## config.mk

```make
export PLATFORM = sky130hd
export DESIGN_NAME = omc_mode_ctrl
export DESIGN_NICKNAME = d
export VERILOG_FILES = /design/src/verilog/omc_pkg.sv /design/src/verilog/omc_mode_ctrl.sv
export SDC_FILE = /design/constraint.sdc
export NUM_CORES = 1
export LEC_CHECK = 0
export BUFFER_PORTS_ARGS = -buffer_cell sky130_fd_sc_hd__buf_2
export CORE_ASPECT_RATIO = 1.25
export CORE_MARGIN = 10
export CORE_UTILIZATION = 55
export CTS_BUF_LIST = sky130_fd_sc_hd__clkbuf_4 sky130_fd_sc_hd__clkbuf_8
export DETAILED_ROUTE_END_ITERATION = 12
export MAX_ROUTING_LAYER = met4
export PLACE_DENSITY = 0.9
export SYNTH_ARGS = -nofsm -noshare
export SYNTH_HDL_FRONTEND = slang
export SYNTH_SLANG_ARGS = --single-unit
```

## constraint.sdc

```tcl
create_clock -name aclk -period 8.17 [get_ports aclk]
set_clock_uncertainty 0.15 [all_clocks]
set_input_delay 1.634 -clock aclk [delete_from_list [all_inputs] [get_ports aclk]]
set_output_delay 1.634 -clock aclk [all_outputs]
set_load 0.03 [all_outputs]
```

## src/verilog/omc_pkg.sv

```systemverilog
`default_nettype none
package omc_pkg;

  // ----------------------------------------------------------------------------
  // Key switch and operating modes
  // ----------------------------------------------------------------------------
  typedef enum logic [1:0] {
    OMC_SW_RUN,
    OMC_SW_REMOTE,
    OMC_SW_PROGRAM_SWITCH_POSITION,
    OMC_SW_BAD
  } omc_switch_type;

  typedef enum logic [2:0] {
    OMC_MODE_RUN,
    OMC_MODE_REM_RUN,
    OMC_MODE_REM_TEST,
    OMC_MODE_REM_PROGRAM_SWITCH_POSITION,
    OMC_MODE_PROGRAM_SWITCH_POSITION
  } omc_mode_type;

  // Program-mode output state codes.
  localparam logic [1:0] OMC_OUT_OFF = 2'h0;
  localparam logic [1:0] OMC_OUT_ON = 2'h1;
  localparam logic [1:0] OMC_OUT_HOLD = 2'h2;

  localparam int OMC_NOUT = 8;
  localparam int OMC_NAME_W = 32;

  // ----------------------------------------------------------------------------
  // Register map (byte addresses)
  // ----------------------------------------------------------------------------
  localparam logic [7:0] OMC_A_STATUS = 8'h00;
  localparam logic [7:0] OMC_A_MODE_REQ = 8'h04;
  localparam logic [7:0] OMC_A_ACTION = 8'h08;
  localparam logic [7:0] OMC_A_OUT_CFG = 8'h0c;
  localparam logic [7:0] OMC_A_LOGIC_OUT = 8'h10;
  localparam logic [7:0] OMC_A_NAME = 8'h14;
  localparam logic [7:0] OMC_A_DISP = 8'h18;
  localparam logic [7:0] OMC_A_OUTPUTS = 8'h1c;

  // STATUS fields.
  localparam int OMC_ST_MODE_LSB = 0;
  localparam int OMC_ST_SW_LSB = 4;
  localparam int OMC_ST_PERM_LSB = 8;
  localparam int OMC_ST_REJ_BIT = 16;
  localparam int OMC_ST_DL_REJ_BIT = 17;
  localparam int OMC_ST_ED_REJ_BIT = 18;
  localparam int OMC_ST_FW_REJ_BIT = 19;

  // ACTION write bits: one-shot requests.
  localparam int OMC_ACT_DL_START = 0;
  localparam int OMC_ACT_DL_DONE = 1;
  localparam int OMC_ACT_EDIT = 2;
  localparam int OMC_ACT_FW = 3;
  localparam int OMC_ACT_CLR_REJ = 4;

  localparam logic [1:0] OMC_RESP_OKAY = 2'h0;
  localparam logic [1:0] OMC_RESP_SLVERR = 2'h2;

  // Permission bundle.
  typedef struct packed {
    logic partner_data;
    logic edit_ok;
    logic sched_ok;
    logic fw_ok;
    logic mode_chg_ok;
    logic download_ok;
    logic exec_ok;
    logic out_logic;
  } omc_perm_type;

endpackage : omc_pkg
`default_nettype wire
```

## src/verilog/omc_mode_ctrl.sv

```systemverilog
// Contract
// - The mode follows a three-position key switch: run, remote and program, moved only by the operator.
// - In the run position online edits, downloads and firmware upgrades are refused.
// - Workstation requests for Remote Program, Remote Run or Remote Test are taken only in the remote position.
// - In the program position the mode is Program and every workstation mode request is rejected.
// - Outputs follow the project logic only in Run and Remote Run.
// - In Remote Test, Remote Program and Program each output goes to its configured on, off or hold state.
// - Tasks execute and messages are sent only in Run, Remote Run and Remote Test.
// - The network schedule may change only in Remote Program and Program.
// - Online editing is allowed in every mode except Run.
// - Data requests from other controllers and shared tags are served in all five modes.
// - Remote Run is Run with online editing added; the code also allows downloads and firmware upgrades there.
// - Remote Program behaves like Program, except that workstation mode requests are taken there.
// - When a download completes, the loaded project name goes to the status display.
`timescale 1ns/1ps
`default_nettype none
module omc_mode_ctrl (
  input wire logic aclk,
  input wire logic aresetn,
  input wire omc_pkg::omc_switch_type switch_pos,
  input wire logic [7:0] s_axi_awaddr,
  input wire logic s_axi_awvalid,
  output logic s_axi_awready,
  input wire logic [31:0] s_axi_wdata,
  input wire logic [3:0] s_axi_wstrb,
  input wire logic s_axi_wvalid,
  output logic s_axi_wready,
  output logic [1:0] s_axi_bresp,
  output logic s_axi_bvalid,
  input wire logic s_axi_bready,
  input wire logic [7:0] s_axi_araddr,
  input wire logic s_axi_arvalid,
  output logic s_axi_arready,
  output logic [31:0] s_axi_rdata,
  output logic [1:0] s_axi_rresp,
  output logic s_axi_rvalid,
  input wire logic s_axi_rready,
  output omc_pkg::omc_mode_type mode,
  output omc_pkg::omc_perm_type perm,
  output logic [omc_pkg::OMC_NOUT-1:0] out_drive,
  output logic [omc_pkg::OMC_NAME_W-1:0] display_name,
  output logic display_valid
);
  import omc_pkg::*;

  // ----------------------------------------------------------------------------
  // State
  // ----------------------------------------------------------------------------
  omc_mode_type mode_r, mode_nxt;
  omc_perm_type perm_r, perm_nxt;
  logic [OMC_NOUT-1:0] out_r, out_nxt;
  logic [2*OMC_NOUT-1:0] out_cfg_r, out_cfg_nxt;
  logic [OMC_NOUT-1:0] logic_out_r, logic_out_nxt;
  logic [OMC_NAME_W-1:0] name_r, name_nxt, disp_r, disp_nxt;
  logic disp_v_r, disp_v_nxt;
  logic dl_busy_r, dl_busy_nxt;
  logic rej_r, rej_nxt, dl_rej_r, dl_rej_nxt, ed_rej_r, ed_rej_nxt, fw_rej_r, fw_rej_nxt;
  logic aw_got_r, aw_got_nxt, w_got_r, w_got_nxt, bvalid_r, bvalid_nxt;
  logic [7:0] awaddr_r, awaddr_nxt;
  logic [31:0] wdata_r, wdata_nxt;
  logic [3:0] wstrb_r, wstrb_nxt;
  logic [1:0] bresp_r, bresp_nxt, rresp_r, rresp_nxt;
  logic rvalid_r, rvalid_nxt;
  logic [31:0] rdata_r, rdata_nxt;

  logic wr_fire;
  logic [31:0] wval;
  logic wr_hit;

  assign wr_fire = aw_got_r && w_got_r && !bvalid_r;
  assign wval = wdata_r & {{8{wstrb_r[3]}}, {8{wstrb_r[2]}}, {8{wstrb_r[1]}}, {8{wstrb_r[0]}}};

  // ----------------------------------------------------------------------------
  // Write channel: address and data taken in either order
  // ----------------------------------------------------------------------------
  always_comb begin
    aw_got_nxt = aw_got_r;
    w_got_nxt = w_got_r;
    awaddr_nxt = awaddr_r;
    wdata_nxt = wdata_r;
    wstrb_nxt = wstrb_r;
    bvalid_nxt = bvalid_r;
    bresp_nxt = bresp_r;
    if (s_axi_awvalid && !aw_got_r) begin
      aw_got_nxt = 1'b1;
      awaddr_nxt = s_axi_awaddr;
    end
    if (s_axi_wvalid && !w_got_r) begin
      w_got_nxt = 1'b1;
      wdata_nxt = s_axi_wdata;
      wstrb_nxt = s_axi_wstrb;
    end
    if (wr_fire) begin
      bvalid_nxt = 1'b1;
      bresp_nxt = wr_hit ? OMC_RESP_OKAY : OMC_RESP_SLVERR;
    end
    if (bvalid_r && s_axi_bready) begin
      bvalid_nxt = 1'b0;
      aw_got_nxt = 1'b0;
      w_got_nxt = 1'b0;
    end
  end

  always_comb begin
    unique case (awaddr_r)
      OMC_A_MODE_REQ, OMC_A_ACTION, OMC_A_OUT_CFG, OMC_A_LOGIC_OUT, OMC_A_NAME: wr_hit = 1'b1;
      default: wr_hit = 1'b0;
    endcase
  end

  // ----------------------------------------------------------------------------
  // Mode machine and permissions
  // ----------------------------------------------------------------------------
  always_comb begin
    omc_mode_type req;
    logic [4:0] act;
    req = omc_mode_type'(wval[2:0]);
    act = 5'h0_0;
    if (wr_fire && awaddr_r == OMC_A_ACTION) begin
      act = wval[4:0];
    end
    mode_nxt = mode_r;
    rej_nxt = rej_r;
    dl_rej_nxt = dl_rej_r;
    ed_rej_nxt = ed_rej_r;
    fw_rej_nxt = fw_rej_r;
    dl_busy_nxt = dl_busy_r;
    disp_nxt = disp_r;
    disp_v_nxt = disp_v_r;
    out_cfg_nxt = out_cfg_r;
    logic_out_nxt = logic_out_r;
    name_nxt = name_r;
    if (act[OMC_ACT_CLR_REJ]) begin
      rej_nxt = 1'b0;
      dl_rej_nxt = 1'b0;
      ed_rej_nxt = 1'b0;
      fw_rej_nxt = 1'b0;
    end
    unique case (switch_pos)
      OMC_SW_RUN: mode_nxt = OMC_MODE_RUN;
      OMC_SW_PROGRAM_SWITCH_POSITION: mode_nxt = OMC_MODE_PROGRAM_SWITCH_POSITION;
      OMC_SW_REMOTE: begin
        if (mode_r == OMC_MODE_RUN || mode_r == OMC_MODE_PROGRAM_SWITCH_POSITION) begin
          mode_nxt = mode_r == OMC_MODE_RUN ? OMC_MODE_REM_RUN : OMC_MODE_REM_PROGRAM_SWITCH_POSITION;
        end
      end
      default: mode_nxt = mode_r;
    endcase
    if (wr_fire && awaddr_r == OMC_A_MODE_REQ) begin
      // Only the three remote modes may be picked, and only in the centre position.
      if (switch_pos == OMC_SW_REMOTE &&
          (req == OMC_MODE_REM_RUN || req == OMC_MODE_REM_TEST || req == OMC_MODE_REM_PROGRAM_SWITCH_POSITION)) begin
        mode_nxt = req;
      end else begin
        rej_nxt = 1'b1;
      end
    end
    if (wr_fire && awaddr_r == OMC_A_OUT_CFG) begin
      out_cfg_nxt = wval[2*OMC_NOUT-1:0];
    end
    if (wr_fire && awaddr_r == OMC_A_LOGIC_OUT) begin
      logic_out_nxt = wval[OMC_NOUT-1:0];
    end
    if (wr_fire && awaddr_r == OMC_A_NAME) begin
      name_nxt = wval;
    end
    if (act[OMC_ACT_DL_START]) begin
      if (perm_r.download_ok) begin
        dl_busy_nxt = 1'b1;
      end else begin
        dl_rej_nxt = 1'b1;
      end
    end
    if (act[OMC_ACT_DL_DONE] && dl_busy_r) begin
      dl_busy_nxt = 1'b0;
      disp_nxt = name_r;
      disp_v_nxt = 1'b1;
    end
    if (act[OMC_ACT_EDIT] && !perm_r.edit_ok) begin
      ed_rej_nxt = 1'b1;
    end
    if (act[OMC_ACT_FW] && !perm_r.fw_ok) begin
      fw_rej_nxt = 1'b1;
    end
    // A download cut short by a move to the run position is abandoned.
    if (switch_pos == OMC_SW_RUN) begin
      dl_busy_nxt = 1'b0;
    end
  end

  always_comb begin
    logic runlike, proglike;
    runlike = mode_nxt == OMC_MODE_RUN || mode_nxt == OMC_MODE_REM_RUN;
    proglike = mode_nxt == OMC_MODE_PROGRAM_SWITCH_POSITION || mode_nxt == OMC_MODE_REM_PROGRAM_SWITCH_POSITION;
    perm_nxt.out_logic = runlike;
    perm_nxt.exec_ok = runlike || mode_nxt == OMC_MODE_REM_TEST;
    perm_nxt.download_ok = mode_nxt != OMC_MODE_RUN;
    perm_nxt.fw_ok = mode_nxt != OMC_MODE_RUN;
    perm_nxt.mode_chg_ok = switch_pos == OMC_SW_REMOTE;
    perm_nxt.sched_ok = proglike;
    perm_nxt.edit_ok = mode_nxt != OMC_MODE_RUN;
    perm_nxt.partner_data = 1'b1;
  end

  // ----------------------------------------------------------------------------
  // Output drive
  // ----------------------------------------------------------------------------
  for (genvar i = 0; i < OMC_NOUT; i++) begin : g_out
    always_comb begin
      if (perm_nxt.out_logic) begin
        out_nxt[i] = logic_out_nxt[i];
      end else begin
        unique case (out_cfg_r[2*i +: 2])
          OMC_OUT_ON: out_nxt[i] = 1'b1;
          OMC_OUT_HOLD: out_nxt[i] = out_r[i];
          default: out_nxt[i] = 1'b0;
        endcase
      end
    end
  end

  // ----------------------------------------------------------------------------
  // Read channel
  // ----------------------------------------------------------------------------
  always_comb begin
    rvalid_nxt = rvalid_r;
    rdata_nxt = rdata_r;
    rresp_nxt = rresp_r;
    if (rvalid_r && s_axi_rready) begin
      rvalid_nxt = 1'b0;
    end
    if (s_axi_arvalid && !rvalid_r) begin
      rvalid_nxt = 1'b1;
      rresp_nxt = OMC_RESP_OKAY;
      rdata_nxt = 32'h0000_0000;
      unique case (s_axi_araddr)
        OMC_A_STATUS: begin
          rdata_nxt[OMC_ST_MODE_LSB +: 3] = mode_r;
          rdata_nxt[OMC_ST_SW_LSB +: 2] = switch_pos;
          rdata_nxt[OMC_ST_PERM_LSB +: 8] = perm_r;
          rdata_nxt[OMC_ST_REJ_BIT] = rej_r;
          rdata_nxt[OMC_ST_DL_REJ_BIT] = dl_rej_r;
          rdata_nxt[OMC_ST_ED_REJ_BIT] = ed_rej_r;
          rdata_nxt[OMC_ST_FW_REJ_BIT] = fw_rej_r;
        end
        OMC_A_MODE_REQ: rdata_nxt[2:0] = mode_r;
        OMC_A_ACTION: rdata_nxt[0] = dl_busy_r;
        OMC_A_OUT_CFG: rdata_nxt[2*OMC_NOUT-1:0] = out_cfg_r;
        OMC_A_LOGIC_OUT: rdata_nxt[OMC_NOUT-1:0] = logic_out_r;
        OMC_A_NAME: rdata_nxt = name_r;
        OMC_A_DISP: rdata_nxt = disp_r;
        OMC_A_OUTPUTS: rdata_nxt[OMC_NOUT-1:0] = out_r;
        default: rresp_nxt = OMC_RESP_SLVERR;
      endcase
    end
  end

  // ----------------------------------------------------------------------------
  // Registers
  // ----------------------------------------------------------------------------
  // The switch is sampled on the first clock after release, so reset holds only constants.
  always_ff @(posedge aclk) begin
    if (!aresetn) begin
      mode_r <= OMC_MODE_REM_PROGRAM_SWITCH_POSITION;
      perm_r <= '0;
      out_r <= '0;
      out_cfg_r <= '0;
      logic_out_r <= '0;
      name_r <= '0;
      disp_r <= '0;
      disp_v_r <= 1'b0;
      dl_busy_r <= 1'b0;
      rej_r <= 1'b0;
      dl_rej_r <= 1'b0;
      ed_rej_r <= 1'b0;
      fw_rej_r <= 1'b0;
      aw_got_r <= 1'b0;
      w_got_r <= 1'b0;
      awaddr_r <= '0;
      wdata_r <= '0;
      wstrb_r <= '0;
      bvalid_r <= 1'b0;
      bresp_r <= OMC_RESP_OKAY;
      rvalid_r <= 1'b0;
      rdata_r <= '0;
      rresp_r <= OMC_RESP_OKAY;
    end else begin
      mode_r <= mode_nxt;
      perm_r <= perm_nxt;
      out_r <= out_nxt;
      out_cfg_r <= out_cfg_nxt;
      logic_out_r <= logic_out_nxt;
      name_r <= name_nxt;
      disp_r <= disp_nxt;
      disp_v_r <= disp_v_nxt;
      dl_busy_r <= dl_busy_nxt;
      rej_r <= rej_nxt;
      dl_rej_r <= dl_rej_nxt;
      ed_rej_r <= ed_rej_nxt;
      fw_rej_r <= fw_rej_nxt;
      aw_got_r <= aw_got_nxt;
      w_got_r <= w_got_nxt;
      awaddr_r <= awaddr_nxt;
      wdata_r <= wdata_nxt;
      wstrb_r <= wstrb_nxt;
      bvalid_r <= bvalid_nxt;
      bresp_r <= bresp_nxt;
      rvalid_r <= rvalid_nxt;
      rdata_r <= rdata_nxt;
      rresp_r <= rresp_nxt;
    end
  end

  assign s_axi_awready = !aw_got_r;
  assign s_axi_wready = !w_got_r;
  assign s_axi_bvalid = bvalid_r;
  assign s_axi_bresp = bresp_r;
  assign s_axi_arready = !rvalid_r;
  assign s_axi_rvalid = rvalid_r;
  assign s_axi_rdata = rdata_r;
  assign s_axi_rresp = rresp_r;
  assign mode = mode_r;
  assign perm = perm_r;
  assign out_drive = out_r;
  assign display_name = disp_r;
  assign display_valid = disp_v_r;

endmodule : omc_mode_ctrl
`default_nettype wire

```

* After elaboration in Yosys (flattened, before gate mapping) *
Cells that the tools add are included.

storage, ports and cells
  flip-flop bits (word level) = 195
  input bits = 61
  output and inout bits = 93
  word-level logic and storage cells = 170

operators by class
  eq/ne operators = 46
  multiplexer cells = 46
  bitwise logic cells = 2
  reduce and logical (&&, ||, !) cells = 41

operators by type and width
  cell                                                  count
  equality test 8 x 5 -> 1 bit (second input constant)  6
  bitwise AND 32 bit                                    1
  equality test 8 x 4 -> 1 bit (second input constant)  4
  case mux 8 bit (4 select lines)                       1
  case mux 12 bit (2 select lines)                      1
  case mux 2 bit (6 select lines)                       2
  2-to-1 mux 1 bit                                      20
  equality test 2 x 1 -> 1 bit (second input constant)  9
  equality test 2 bit (second input constant)           9
  equality test 8 x 3 -> 1 bit (second input constant)  2
  logical AND 1 bit                                     16
  2-to-1 mux 8 bit                                      2
  != test 2 bit (second input constant)                 8
  case mux 1 bit (2 select lines)                       8
  equality test 3 x 2 -> 1 bit (second input constant)  4
  case mux 4 bit (3 select lines)                       1
  case mux 2 bit (5 select lines)                       1
  2-to-1 mux 3 bit                                      3
  case mux 3 bit (3 select lines)                       1
  logical NOT 8 bit                                     1
  OR reduction 8 bit                                    1
  case mux 1 bit (7 select lines)                       1
  equality test 3 x 1 -> 1 bit (second input constant)  2
  equality test 3 bit (second input constant)           2
  14 further kinds                                      29

* Depth between registers and ports, before layout *
Gate-level depths: netlist (run 1).

  word-level depth = 11
  mapped depth = 8
  depth with buffers taken out = 5

* Worst setup path before layout (run 1) *
OpenSTA, ideal clock, no wires.

  path kind = input -> register
  from = input s_axi_araddr[2]
  to = register rdata_r[1] (netlist: s_axi_rdata[1])
  setup time = 0.128 ns
  arrival time = 3.161 ns
  data required time = 7.892 ns
  path slack = 4.732 ns
  cell stages on the path = 7
  path buffers = 2
  cell sequence = clkbuf_1 > buf_1 > mux4_2 > nand2_1 > o21ai_0 > a22oi_1 > nor2_1

between the ends
  cells in the longest elaborated chain, start to end = 3
  elaborated cells between the ends (all ways) = 9
  classes of those cells = eq/ne (6); mux (1); reduce/logical (2)

RTL lines
  what                                                                      line                  text
  from (decl)                                                               omc_mode_ctrl.sv:31   input wire logic [7:0] s_axi_araddr,
  equality test 8 x 3 -> 1 bit / logical NOT 8 bit (equally long branches)  omc_mode_ctrl.sv:236  unique case (s_axi_araddr)
  OR reduction 2 bit (no source line)                                       -
  case mux 2 bit (6 select lines) (*)                                       omc_mode_ctrl.sv:236
  to (signal assigned)                                                      omc_mode_ctrl.sv:309  rdata_r <= rdata_nxt;
  to (decl)                                                                 omc_mode_ctrl.sv:64   logic [31:0] rdata_r, rdata_nxt;

Every way passes the cells marked *; elsewhere a longest branch is shown, timed or not.
A chain may end at the register's enable or synchronous reset.

* Final worst setup path (run 1) *
  from = input switch_pos[0]
  to = register out_r[6] (netlist: out_drive[6])

between the ends
  cells in the longest elaborated chain, start to end = 7
  elaborated cells between the ends (all ways) = 12
  classes of those cells = eq/ne (4); mux (4); reduce/logical (4)

RTL lines
  what                                                                         line                                        text
  from (decl)                                                                  omc_mode_ctrl.sv:20                         input wire omc_pkg::omc_switch_type switch_pos,
  equality test 2 x 1 -> 1 bit (tied with other cells)                         omc_mode_ctrl.sv:139, omc_mode_ctrl.sv:151
  case mux 3 bit (3 select lines) / logical AND 1 bit (equally long branches)  omc_mode_ctrl.sv:139, omc_mode_ctrl.sv:151
  2-to-1 mux 3 bit                                                             omc_mode_ctrl.sv:151                        if (switch_pos == OMC_SW_REMOTE &&
  2-to-1 mux 3 bit (*)                                                         omc_mode_ctrl.sv:149                        if (wr_fire && awaddr_r == OMC_A_MODE_REQ) begin
  equality test 3 x 1 -> 1 bit / logical NOT 3 bit (equally long branches)     omc_mode_ctrl.sv:193                        runlike = mode_nxt == OMC_MODE_RUN || mode_nxt == OMC_MODE_REM_RUN;
  logical OR 1 bit (*)                                                         omc_mode_ctrl.sv:193
  != test 2 bit (no source line) / 2-to-1 mux 1 bit (equally long branches)    -
  to (signal assigned)                                                         omc_mode_ctrl.sv:290                        out_r <= out_nxt;
  to (decl)                                                                    omc_mode_ctrl.sv:51                         logic [OMC_NOUT-1:0] out_r, out_nxt;

Marks and branches as above.

==> implementation parameters, run 1 <==
Parameter                              Value

Status
  Result of the run ... complete, no violations

Floorplanning
  Horizontal die dimension ... 127.4 um
  IO Count ... 154
  Number of rows created at floorplan ... 49
  Die boundary height ... 154.3 um
  Floorplan core area ... 14290 um^2
  Starting density of the core ... 55.55%
  Die area ... 19660 um^2

Yosys
  Post-synthesis instance area ... 7935 um^2
  Most used DFF post-synth ... sky130_fd_sc_hd__dfxtp_1
  Share of the synthesized area in the top cell type ... 48.69%
  Share of synthesized registers carrying an async set or reset ... 0%
  Synth Area per Inst ... 8.249 um^2
  Share of the yosys chip area belonging to registers ... 48.69%
  Library cell with the largest summed area after synthesis ... sky130_fd_sc_hd__dfxtp_1
  Number of flops mapped to enable cells by yosys ... 0
  Gate count of the mapped netlist ... 962
  Post-synthesis register bit count ... 193
  Cell types with the largest area share after synthesis ... sky130_fd_sc_hd__dfxtp_1 49%, sky130_fd_sc_hd__nand2_1 10%, sky130_fd_sc_hd__a21oi_1 8.8%
  Netlist cell types ... 52
  Number of warning messages in the yosys log ... 0

STA
  Fmax ... 275.5 MHz
  Final setup violation count ... 0
  Tightest Pin Transition ... 1.283 ns
  Tcrit/Tclk final ... 44.42%
  Total count of hold-check failures in the final report ... 0
  Slew HR ... 14.49%
  RSZ-0062 raised after global routing ... false
  Final sum of negative setup slack ... 0 ns
  Number of max-slew violations in the final report ... 0
  Shortest clock period the worst path allows after layout ... 3.629 ns

Global route
  Overall Global Routing Usage ... 22.73%
  Largest net degree at the start of global routing ... 97
  First-pass GRT wire length ... 35720 um
  Initial antenna violation count ... 0
  Vias in the first global route ... 6906
  Overflow after GRT ... 0

Pwr
  Pwr/cell area ... 195.5 nW/um^2
  Static Leak ... 3.487 nW
  Worst IR Drop VDD ... 0.1171 mV

Flow run
  Number of max-capacitance violations reported ... 0

Route
  Final ANT Viol Nets ... 0
  Detailed-router iteration count before antenna repair ... 5
  Violation count after the first detailed-routing iteration ... 831
  Via density per instance ... 5.897
  Remaining routing DRC violations ... 0
  Routed WL per cell ... 18.01 um
  Total wire length ... 22460 um
  Routed via count ... 7353

Finish
  Final Instance Count excl. Fillers ... 1247
  Synthesis-to-layout area growth ... 14.18%
  Most frequent cells in the layout ... 218 x sky130_fd_sc_hd__nand2_1, 193 x sky130_fd_sc_hd__dfxtp_1, 151 x sky130_fd_sc_hd__buf_2, 139 x sky130_fd_sc_hd__a21oi_1, 52 x sky130_fd_sc_hd__nor2_1
  Antenna diode instance count ... 0
  Commonest non-fill, non-tap cell in the layout ... sky130_fd_sc_hd__nand2_1
  Total Nets Final ... 1118
  Fraction of final layout cells sized beyond drive strength 1 ... 19.93%

Clocking
  Clock transition at the registers of the reported paths ... 0.09 ns
  CTS tree ... done
  Post-CTS setup buffers ... 0
  Number of clock sinks seen by CTS ... 193
  Number of cells upsized or downsized after cts ... 0
  Clock latency of the later-clocked register in the worst-skew pair ... 0.48 ns
  Maximum number of buffers from clock root to sink ... 2
  Number of levels in the clock H-tree ... 4
  Number of CTS-inserted buffers ... 17
  Hold buffer count at cts ... 0
  Clock Tree Root ... sky130_fd_sc_hd__clkbuf_8

Placed design
  Dpl hpwl ... 15840 um
  Last weighted congestion value of the routability-driven placer ... 0.9246
  Inst Count DP ... 1216
  Buffers added on ports ... 151

Hold path
  Classification of the worst-slack hold path ... reg -> reg
  Endpoint of the worst hold-timing path ... wdata_r[7]
  Depth of the worst hold-timing path ... 2
  Worst Min Path Start ... wdata_r[7]

Worst setup path
  Worst setup slack for register-to-register paths ... 5.04 ns
  Critical R2R Capture ... out_drive[6]
  Reg2reg start ... awaddr_r[1]
  Length in cells of the worst reg-to-reg path ... 5
  Setup crit start kind ... primary input
  Critical Path Fanout Max ... 21
  Crit path capture type ... flop
  Arrival time worst endpoint ... 3.84 ns
  Worst endpoint required time ... 8.39 ns
  Critical path type ... in -> reg
through the flow:
stage | total power [mW] | setup WS (ns) | hold WS, ns | instance area (um^2) | util [%]
finish | 1.771 | 4.541 | 0.3065 | 9060 | 63.42
floorplan | 1.098 | 4.732 | 0.2817 | 7939 | -
CTS | 1.774 | 4.633 | 0.3069 | 9060 | 63.42
detailed placement | 1.141 | 4.131 | 0.2942 | 8643 | 60.51
global placement | 1.138 | 4.257 | 0.2885 | 8643 | 60.51
global route | 1.831 | 4.379 | 0.3240 | 9060 | 63.42
Yosys cell counts, types with 3 or more instances:
cell type	instances
sky130_fd_sc_hd__nand2_1	218
sky130_fd_sc_hd__dfxtp_1	193
sky130_fd_sc_hd__a21oi_1	139
sky130_fd_sc_hd__clkbuf_1	71
sky130_fd_sc_hd__nor2_1	52
sky130_fd_sc_hd__a22oi_1	44
sky130_fd_sc_hd__nand3_1	42
sky130_fd_sc_hd__and2_1	18
sky130_fd_sc_hd__inv_1	15
sky130_fd_sc_hd__nor2b_1	14
sky130_fd_sc_hd__o21ai_0	14
sky130_fd_sc_hd__a2bb2oi_1	12
sky130_fd_sc_hd__a221oi_1	11
sky130_fd_sc_hd__mux2i_1	10
sky130_fd_sc_hd__nor3_1	10
sky130_fd_sc_hd__mux2_2	9
sky130_fd_sc_hd__o221ai_1	9
sky130_fd_sc_hd__a22o_1	8
sky130_fd_sc_hd__o311a_1	8
sky130_fd_sc_hd__buf_2	5
sky130_fd_sc_hd__mux4_2	5
sky130_fd_sc_hd__nand2b_1	5
sky130_fd_sc_hd__a211oi_1	4
sky130_fd_sc_hd__buf_4	4
sky130_fd_sc_hd__or3_1	4
sky130_fd_sc_hd__and3_1	3
sky130_fd_sc_hd__nand4b_1	3
sky130_fd_sc_hd__or2_2	3
power breakdown:
group	total, mW	internal [mW]	leakage (nW)	switching, mW
sequential	0.982	0.960	1.57	0.0219
clock	0.650	0.327	0.211	0.323
combinational	0.139	0.0466	1.71	0.0926
total	1.77	1.33	3.49	0.438
per-layer routing:
metal | GRT usage [%] | share of wire, % | up-vias
met3 | 6.532 | 11 | 60
met4 | 9.180 | 2.8 | 0
met5 | - | 0 | -
li1 | - | - | 3528
met2 | 33.59 | 45 | 392
met1 | 28.62 | 41 | 3373
cell families after synthesis:
kind of cell / Yosys count / share of synthesized area (%)
AO/OA/AOI/OAI: 261 / 20.81
buffers and inverters: 100 / 5.030
flip-flops: 193 / 48.69
multiplexers: 24 / 3.958
other: 1 / 0.04726
AND/OR/NAND/NOR: 383 / 21.46
critical path, stage by stage:
cell and delay [ns]:
sky130_fd_sc_hd__buf_2 0.16, sky130_fd_sc_hd__nor4bb_1 0.48, sky130_fd_sc_hd__o211a_1 0.29, sky130_fd_sc_hd__and3_1 0.72, sky130_fd_sc_hd__o221ai_1 0.33, sky130_fd_sc_hd__o311a_1 0.21
worst max path at each step:
stage,startpoint,end,cells past startpoint
2_1_floorplan,s_axi_araddr[2],s_axi_rdata[1],7
3_3_place_gp,s_axi_araddr[3],s_axi_rdata[21],6
3_5_place_dp,s_axi_arvalid,s_axi_rdata[15],7
4_1_cts,switch_pos[0],out_drive[6],6
5_1_grt,s_axi_araddr[3],s_axi_rdata[28],6
6_report,switch_pos[0],out_drive[6],6
final cells by class:
cell class                      instances  area (um^2)
Tap cell                              178        222.7
Clock inverter                         10        133.9
Multi-Input combinational cell        670         3679
Fill cell                            1206         5225
Sequential cell                       193         3864
Timing Repair Buffer                  159        815.8
Clock buffer                           21        282.8
Inverter                               16        62.56
flip-flops by register name (all words and copies together) (netlist names), 3 cells and up:
register / cells
name_r: 32
logic_out_r: 8
display_name: 32
wdata_r: 32
out_cfg_r: 16
out_drive: 8
wstrb_r: 4
awaddr_r: 8
perm: 6
s_axi_rdata: 32
mode: 3
Note: power is estimated with default switching activity, not from simulation.
==> inputs of run 2 (changes only) <==
--- a/config.mk
+++ b/config.mk
@@ -8,7 +8,7 @@
 export BUFFER_PORTS_ARGS = -buffer_cell sky130_fd_sc_hd__buf_2
 export CORE_ASPECT_RATIO = 1.25
 export CORE_MARGIN = 10
-export CORE_UTILIZATION = 55
+export CORE_UTILIZATION = 52
 export CTS_BUF_LIST = sky130_fd_sc_hd__clkbuf_4 sky130_fd_sc_hd__clkbuf_8
 export DETAILED_ROUTE_END_ITERATION = 12
 export MAX_ROUTING_LAYER = met4
==> constraint.sdc (replaced) <==
create_clock -name aclk -period 3.1 [get_ports aclk]
set_clock_uncertainty 0.15 [all_clocks]
set_input_delay 0.62 -clock aclk [delete_from_list [all_inputs] [get_ports aclk]]
set_output_delay 0.62 -clock aclk [all_outputs]
set_load 0.03 [all_outputs]
==> implementation parameters, run 2 (synthesis results as in run 1) <==
Parameter                              Value

Worst setup path
  Reg2reg start ... awaddr_r[1] (unchanged)
  Ordered cell list for the critical path ... or4_4 -> or3_1 -> nor4b_4 -> buf_4 -> mux2_2 -> o311a_1 (was buf_2 -> nor4bb_1 -> o211a_1 -> and3_1 -> o221ai_1 -> o311a_1)
  Setup crit start kind ... flop (was primary input)
  Arrival time worst endpoint ... 3.06 ns (was 3.84 ns)
  Worst endpoint required time ... 3.29 ns (was 8.39 ns)
  Standard cell with the maximum stage delay on the critical path ... sky130_fd_sc_hd__or4_4 (was sky130_fd_sc_hd__and3_1)
  Maximum single-stage delay on the critical path ... 0.56 ns (was 0.72 ns)
  Length in cells of the worst reg-to-reg path ... 6 (was 5)
  Crit path capture type ... flop (unchanged)
  Launching element of the worst setup path ... awaddr_r[1] (was switch_pos[0])
  Family of cells with the greatest summed delay on the critical path ... simple AND/OR/NAND/NOR gates (unchanged)
  Worst path bufs/invs ... 1 (unchanged)
  Critical R2R Capture ... out_drive[3] (was out_drive[6])
  Worst setup slack for register-to-register paths ... 0.24 ns (was 5.04 ns)
  Critical Path Fanout Max ... 8 (was 21)
  Critical path type ... reg -> reg (was in -> reg)

Finish
  Total non-filler cell area in the finished layout ... 9150 um^2 (was 9060 um^2)
  Finished Core Util ... 61.20% (was 63.42%)
  Final Instance Count excl. Fillers ... 1268 (was 1247)
  Synthesis-to-layout area growth ... 15.31% (was 14.18%)
  Commonest non-fill, non-tap cell in the layout ... sky130_fd_sc_hd__nand2_1 (unchanged)
  Total Nets Final ... 1135 (was 1118)
  Most frequent cells in the layout ... 218 x sky130_fd_sc_hd__nand2_1, 193 x sky130_fd_sc_hd__dfxtp_1, 151 x sky130_fd_sc_hd__buf_2, 139 x sky130_fd_sc_hd__a21oi_1, 52 x sky130_fd_sc_hd__nor2_1 (unchanged)
  Fraction of final layout cells sized beyond drive strength 1 ... 21.11% (was 19.93%)

Floorplanning
  Horizontal die dimension ... 130.5 um (was 127.4 um)
  Number of rows created at floorplan ... 50 (was 49)
  Floorplan core area ... 14950 um^2 (was 14290 um^2)
  Die boundary height ... 158.1 um (was 154.3 um)
  IO Count ... 154 (unchanged)
  Die area ... 20630 um^2 (was 19660 um^2)
  Starting density of the core ... 53.07% (was 55.55%)

Pwr
  Power share of the sequential group ... 57.9% (was 55.4%)
  Power after layout ... 4.475 mW (was 1.771 mW)
  Psw ... 1.157 mW (was 437.7 uW)
  Relative contribution of combinational cells to total power ... 8.6% (was 7.9%)
  Portion of total power attributed to the clock network ... 33.5% (was 36.7%)
  Internal Pwr Total ... 3.318 mW (was 1.334 mW)
  Pwr/cell area ... 489.1 nW/um^2 (was 195.5 nW/um^2)
  Switching Fraction ... 25.86% (was 24.71%)
  Static Leak ... 3.548 nW (was 3.487 nW)
  Worst IR Drop VDD ... 0.2315 mV (was 0.1171 mV)

Hold path
  Depth of the worst hold-timing path ... 2 (unchanged)
  Classification of the worst-slack hold path ... in -> reg (was reg -> reg)
  Worst Min Path Start ... s_axi_awvalid (was wdata_r[7])
  Endpoint of the worst hold-timing path ... aw_got_r (was wdata_r[7])

Route
  Routed via count ... 7446 (was 7353)
  Remaining routing DRC violations ... 0 (unchanged)
  Via density per instance ... 5.872 (was 5.897)
  Final ANT Viol Nets ... 0 (unchanged)
  Routed WL per cell ... 18.08 um (was 18.01 um)
  Violation count after the first detailed-routing iteration ... 837 (was 831)
  Detailed-router iteration count before antenna repair ... 6 (was 5)
  Total wire length ... 22920 um (was 22460 um)

STA
  Fmax ... 349.5 MHz
  Total count of hold-check failures in the final report ... 0 (unchanged)
  Tightest Pin Transition ... 0.9014 ns (was 1.283 ns)
  Post-layout worst setup margin ... 0.2385 ns (was 4.541 ns)
  Slew HR ... 39.91% (was 14.49%)
  Shortest clock period the worst path allows after layout ... 2.861 ns
  Number of max-slew violations in the final report ... 0 (unchanged)
  Tcrit/Tclk final ... 92.31%
  Final sum of negative setup slack ... 0 ns (unchanged)
  Final setup violation count ... 0 (unchanged)
  Worst hold slack across all endpoints ... 0.2130 ns (was 0.3065 ns)
  RSZ-0062 raised after global routing ... false (unchanged)

Clocking
  Clock latency of the later-clocked register in the worst-skew pair ... 0.46 ns (was 0.48 ns)
  CTS tree ... done (unchanged)
  Post-CTS setup buffers ... 0 (unchanged)
  Clock transition at the registers of the reported paths ... 0.09 ns (about the same)
  Number of cells upsized or downsized after cts ... 0 (unchanged)
  Number of levels in the clock H-tree ... 4 (unchanged)
  Hold buffer count at cts ... 0 (unchanged)
  Clock Tree Root ... sky130_fd_sc_hd__clkbuf_8 (unchanged)
  Number of CTS-inserted buffers ... 17 (unchanged)
  Number of clock sinks seen by CTS ... 193 (unchanged)
  Maximum number of buffers from clock root to sink ... 2 (unchanged)

Placed design
  Inst Count DP ... 1237 (was 1216)
  Post-Place Worst Slack ... 0.2731 ns (was 4.131 ns)
  Last weighted congestion value of the routability-driven placer ... 0.9248 (was 0.9246)
  Buffers added on ports ... 151 (unchanged)
  Dpl hpwl ... 16290 um (was 15840 um)
  Standard cell area after detailed placement ... 8788 um^2 (was 8643 um^2)

Global route
  Initial antenna violation count ... 1 (was 0)
  Overall Global Routing Usage ... 22.12% (was 22.73%)
  Overflow after GRT ... 0 (unchanged)
  Vias in the first global route ... 6996 (was 6906)
  Largest net degree at the start of global routing ... 89 (was 97)
  First-pass GRT wire length ... 35850 um (was 35720 um)

Flow run
  Number of max-capacitance violations reported ... 0 (unchanged)

Status
  Result of the run ... complete, no violations (unchanged)
[run 2: routing by layer]
metal,GRT usage [%],share of wire (%),up-vias
met5,-,0,-
met4,7.905,2.3,0
met3,5.254,10,40
met2,33.83,47,388
met1,27.97,41,3458
li1,-,-,3560
[run 2: worst max-delay path by stage]
stage / endpoint / depth (start not counted)
floorplan: out_drive[2] / 6
global placement: out_drive[6] / 6
detailed placement: out_drive[4] / 6
CTS: out_drive[1] / 6
global route: out_drive[2] / 6
finish: out_drive[3] / 6
[run 2: power groups by stage]
stage	clock (mW)	sequential [mW]	combinational [mW]
after global placement	0	2.64	0.374
after detailed placement	0	2.65	0.382
after global routing	1.61	2.60	0.420
final	1.50	2.59	0.386
after CTS	1.50	2.59	0.383
after floorplan	0	2.65	0.242
[run 2: cell type report]
type                       count  area, um^2
fill                        1223        5802
multi-input combinational    670        3679
clock buffer                  23       304.0
sequential                   193        3864
inverter                      16       62.56
tap                          182       227.7
antenna                        1       2.502
timing repair buffer         176       955.9
clock inverter                 7       55.05
[run 2: worst register-to-register path, delay by kind of cell, from the launching register on]
family          cells  cell delay, ns
compound gates      1            0.36
buf+inv             1            0.23
flops               1            0.33
mux                 1            0.36
simple gates        3            1.31
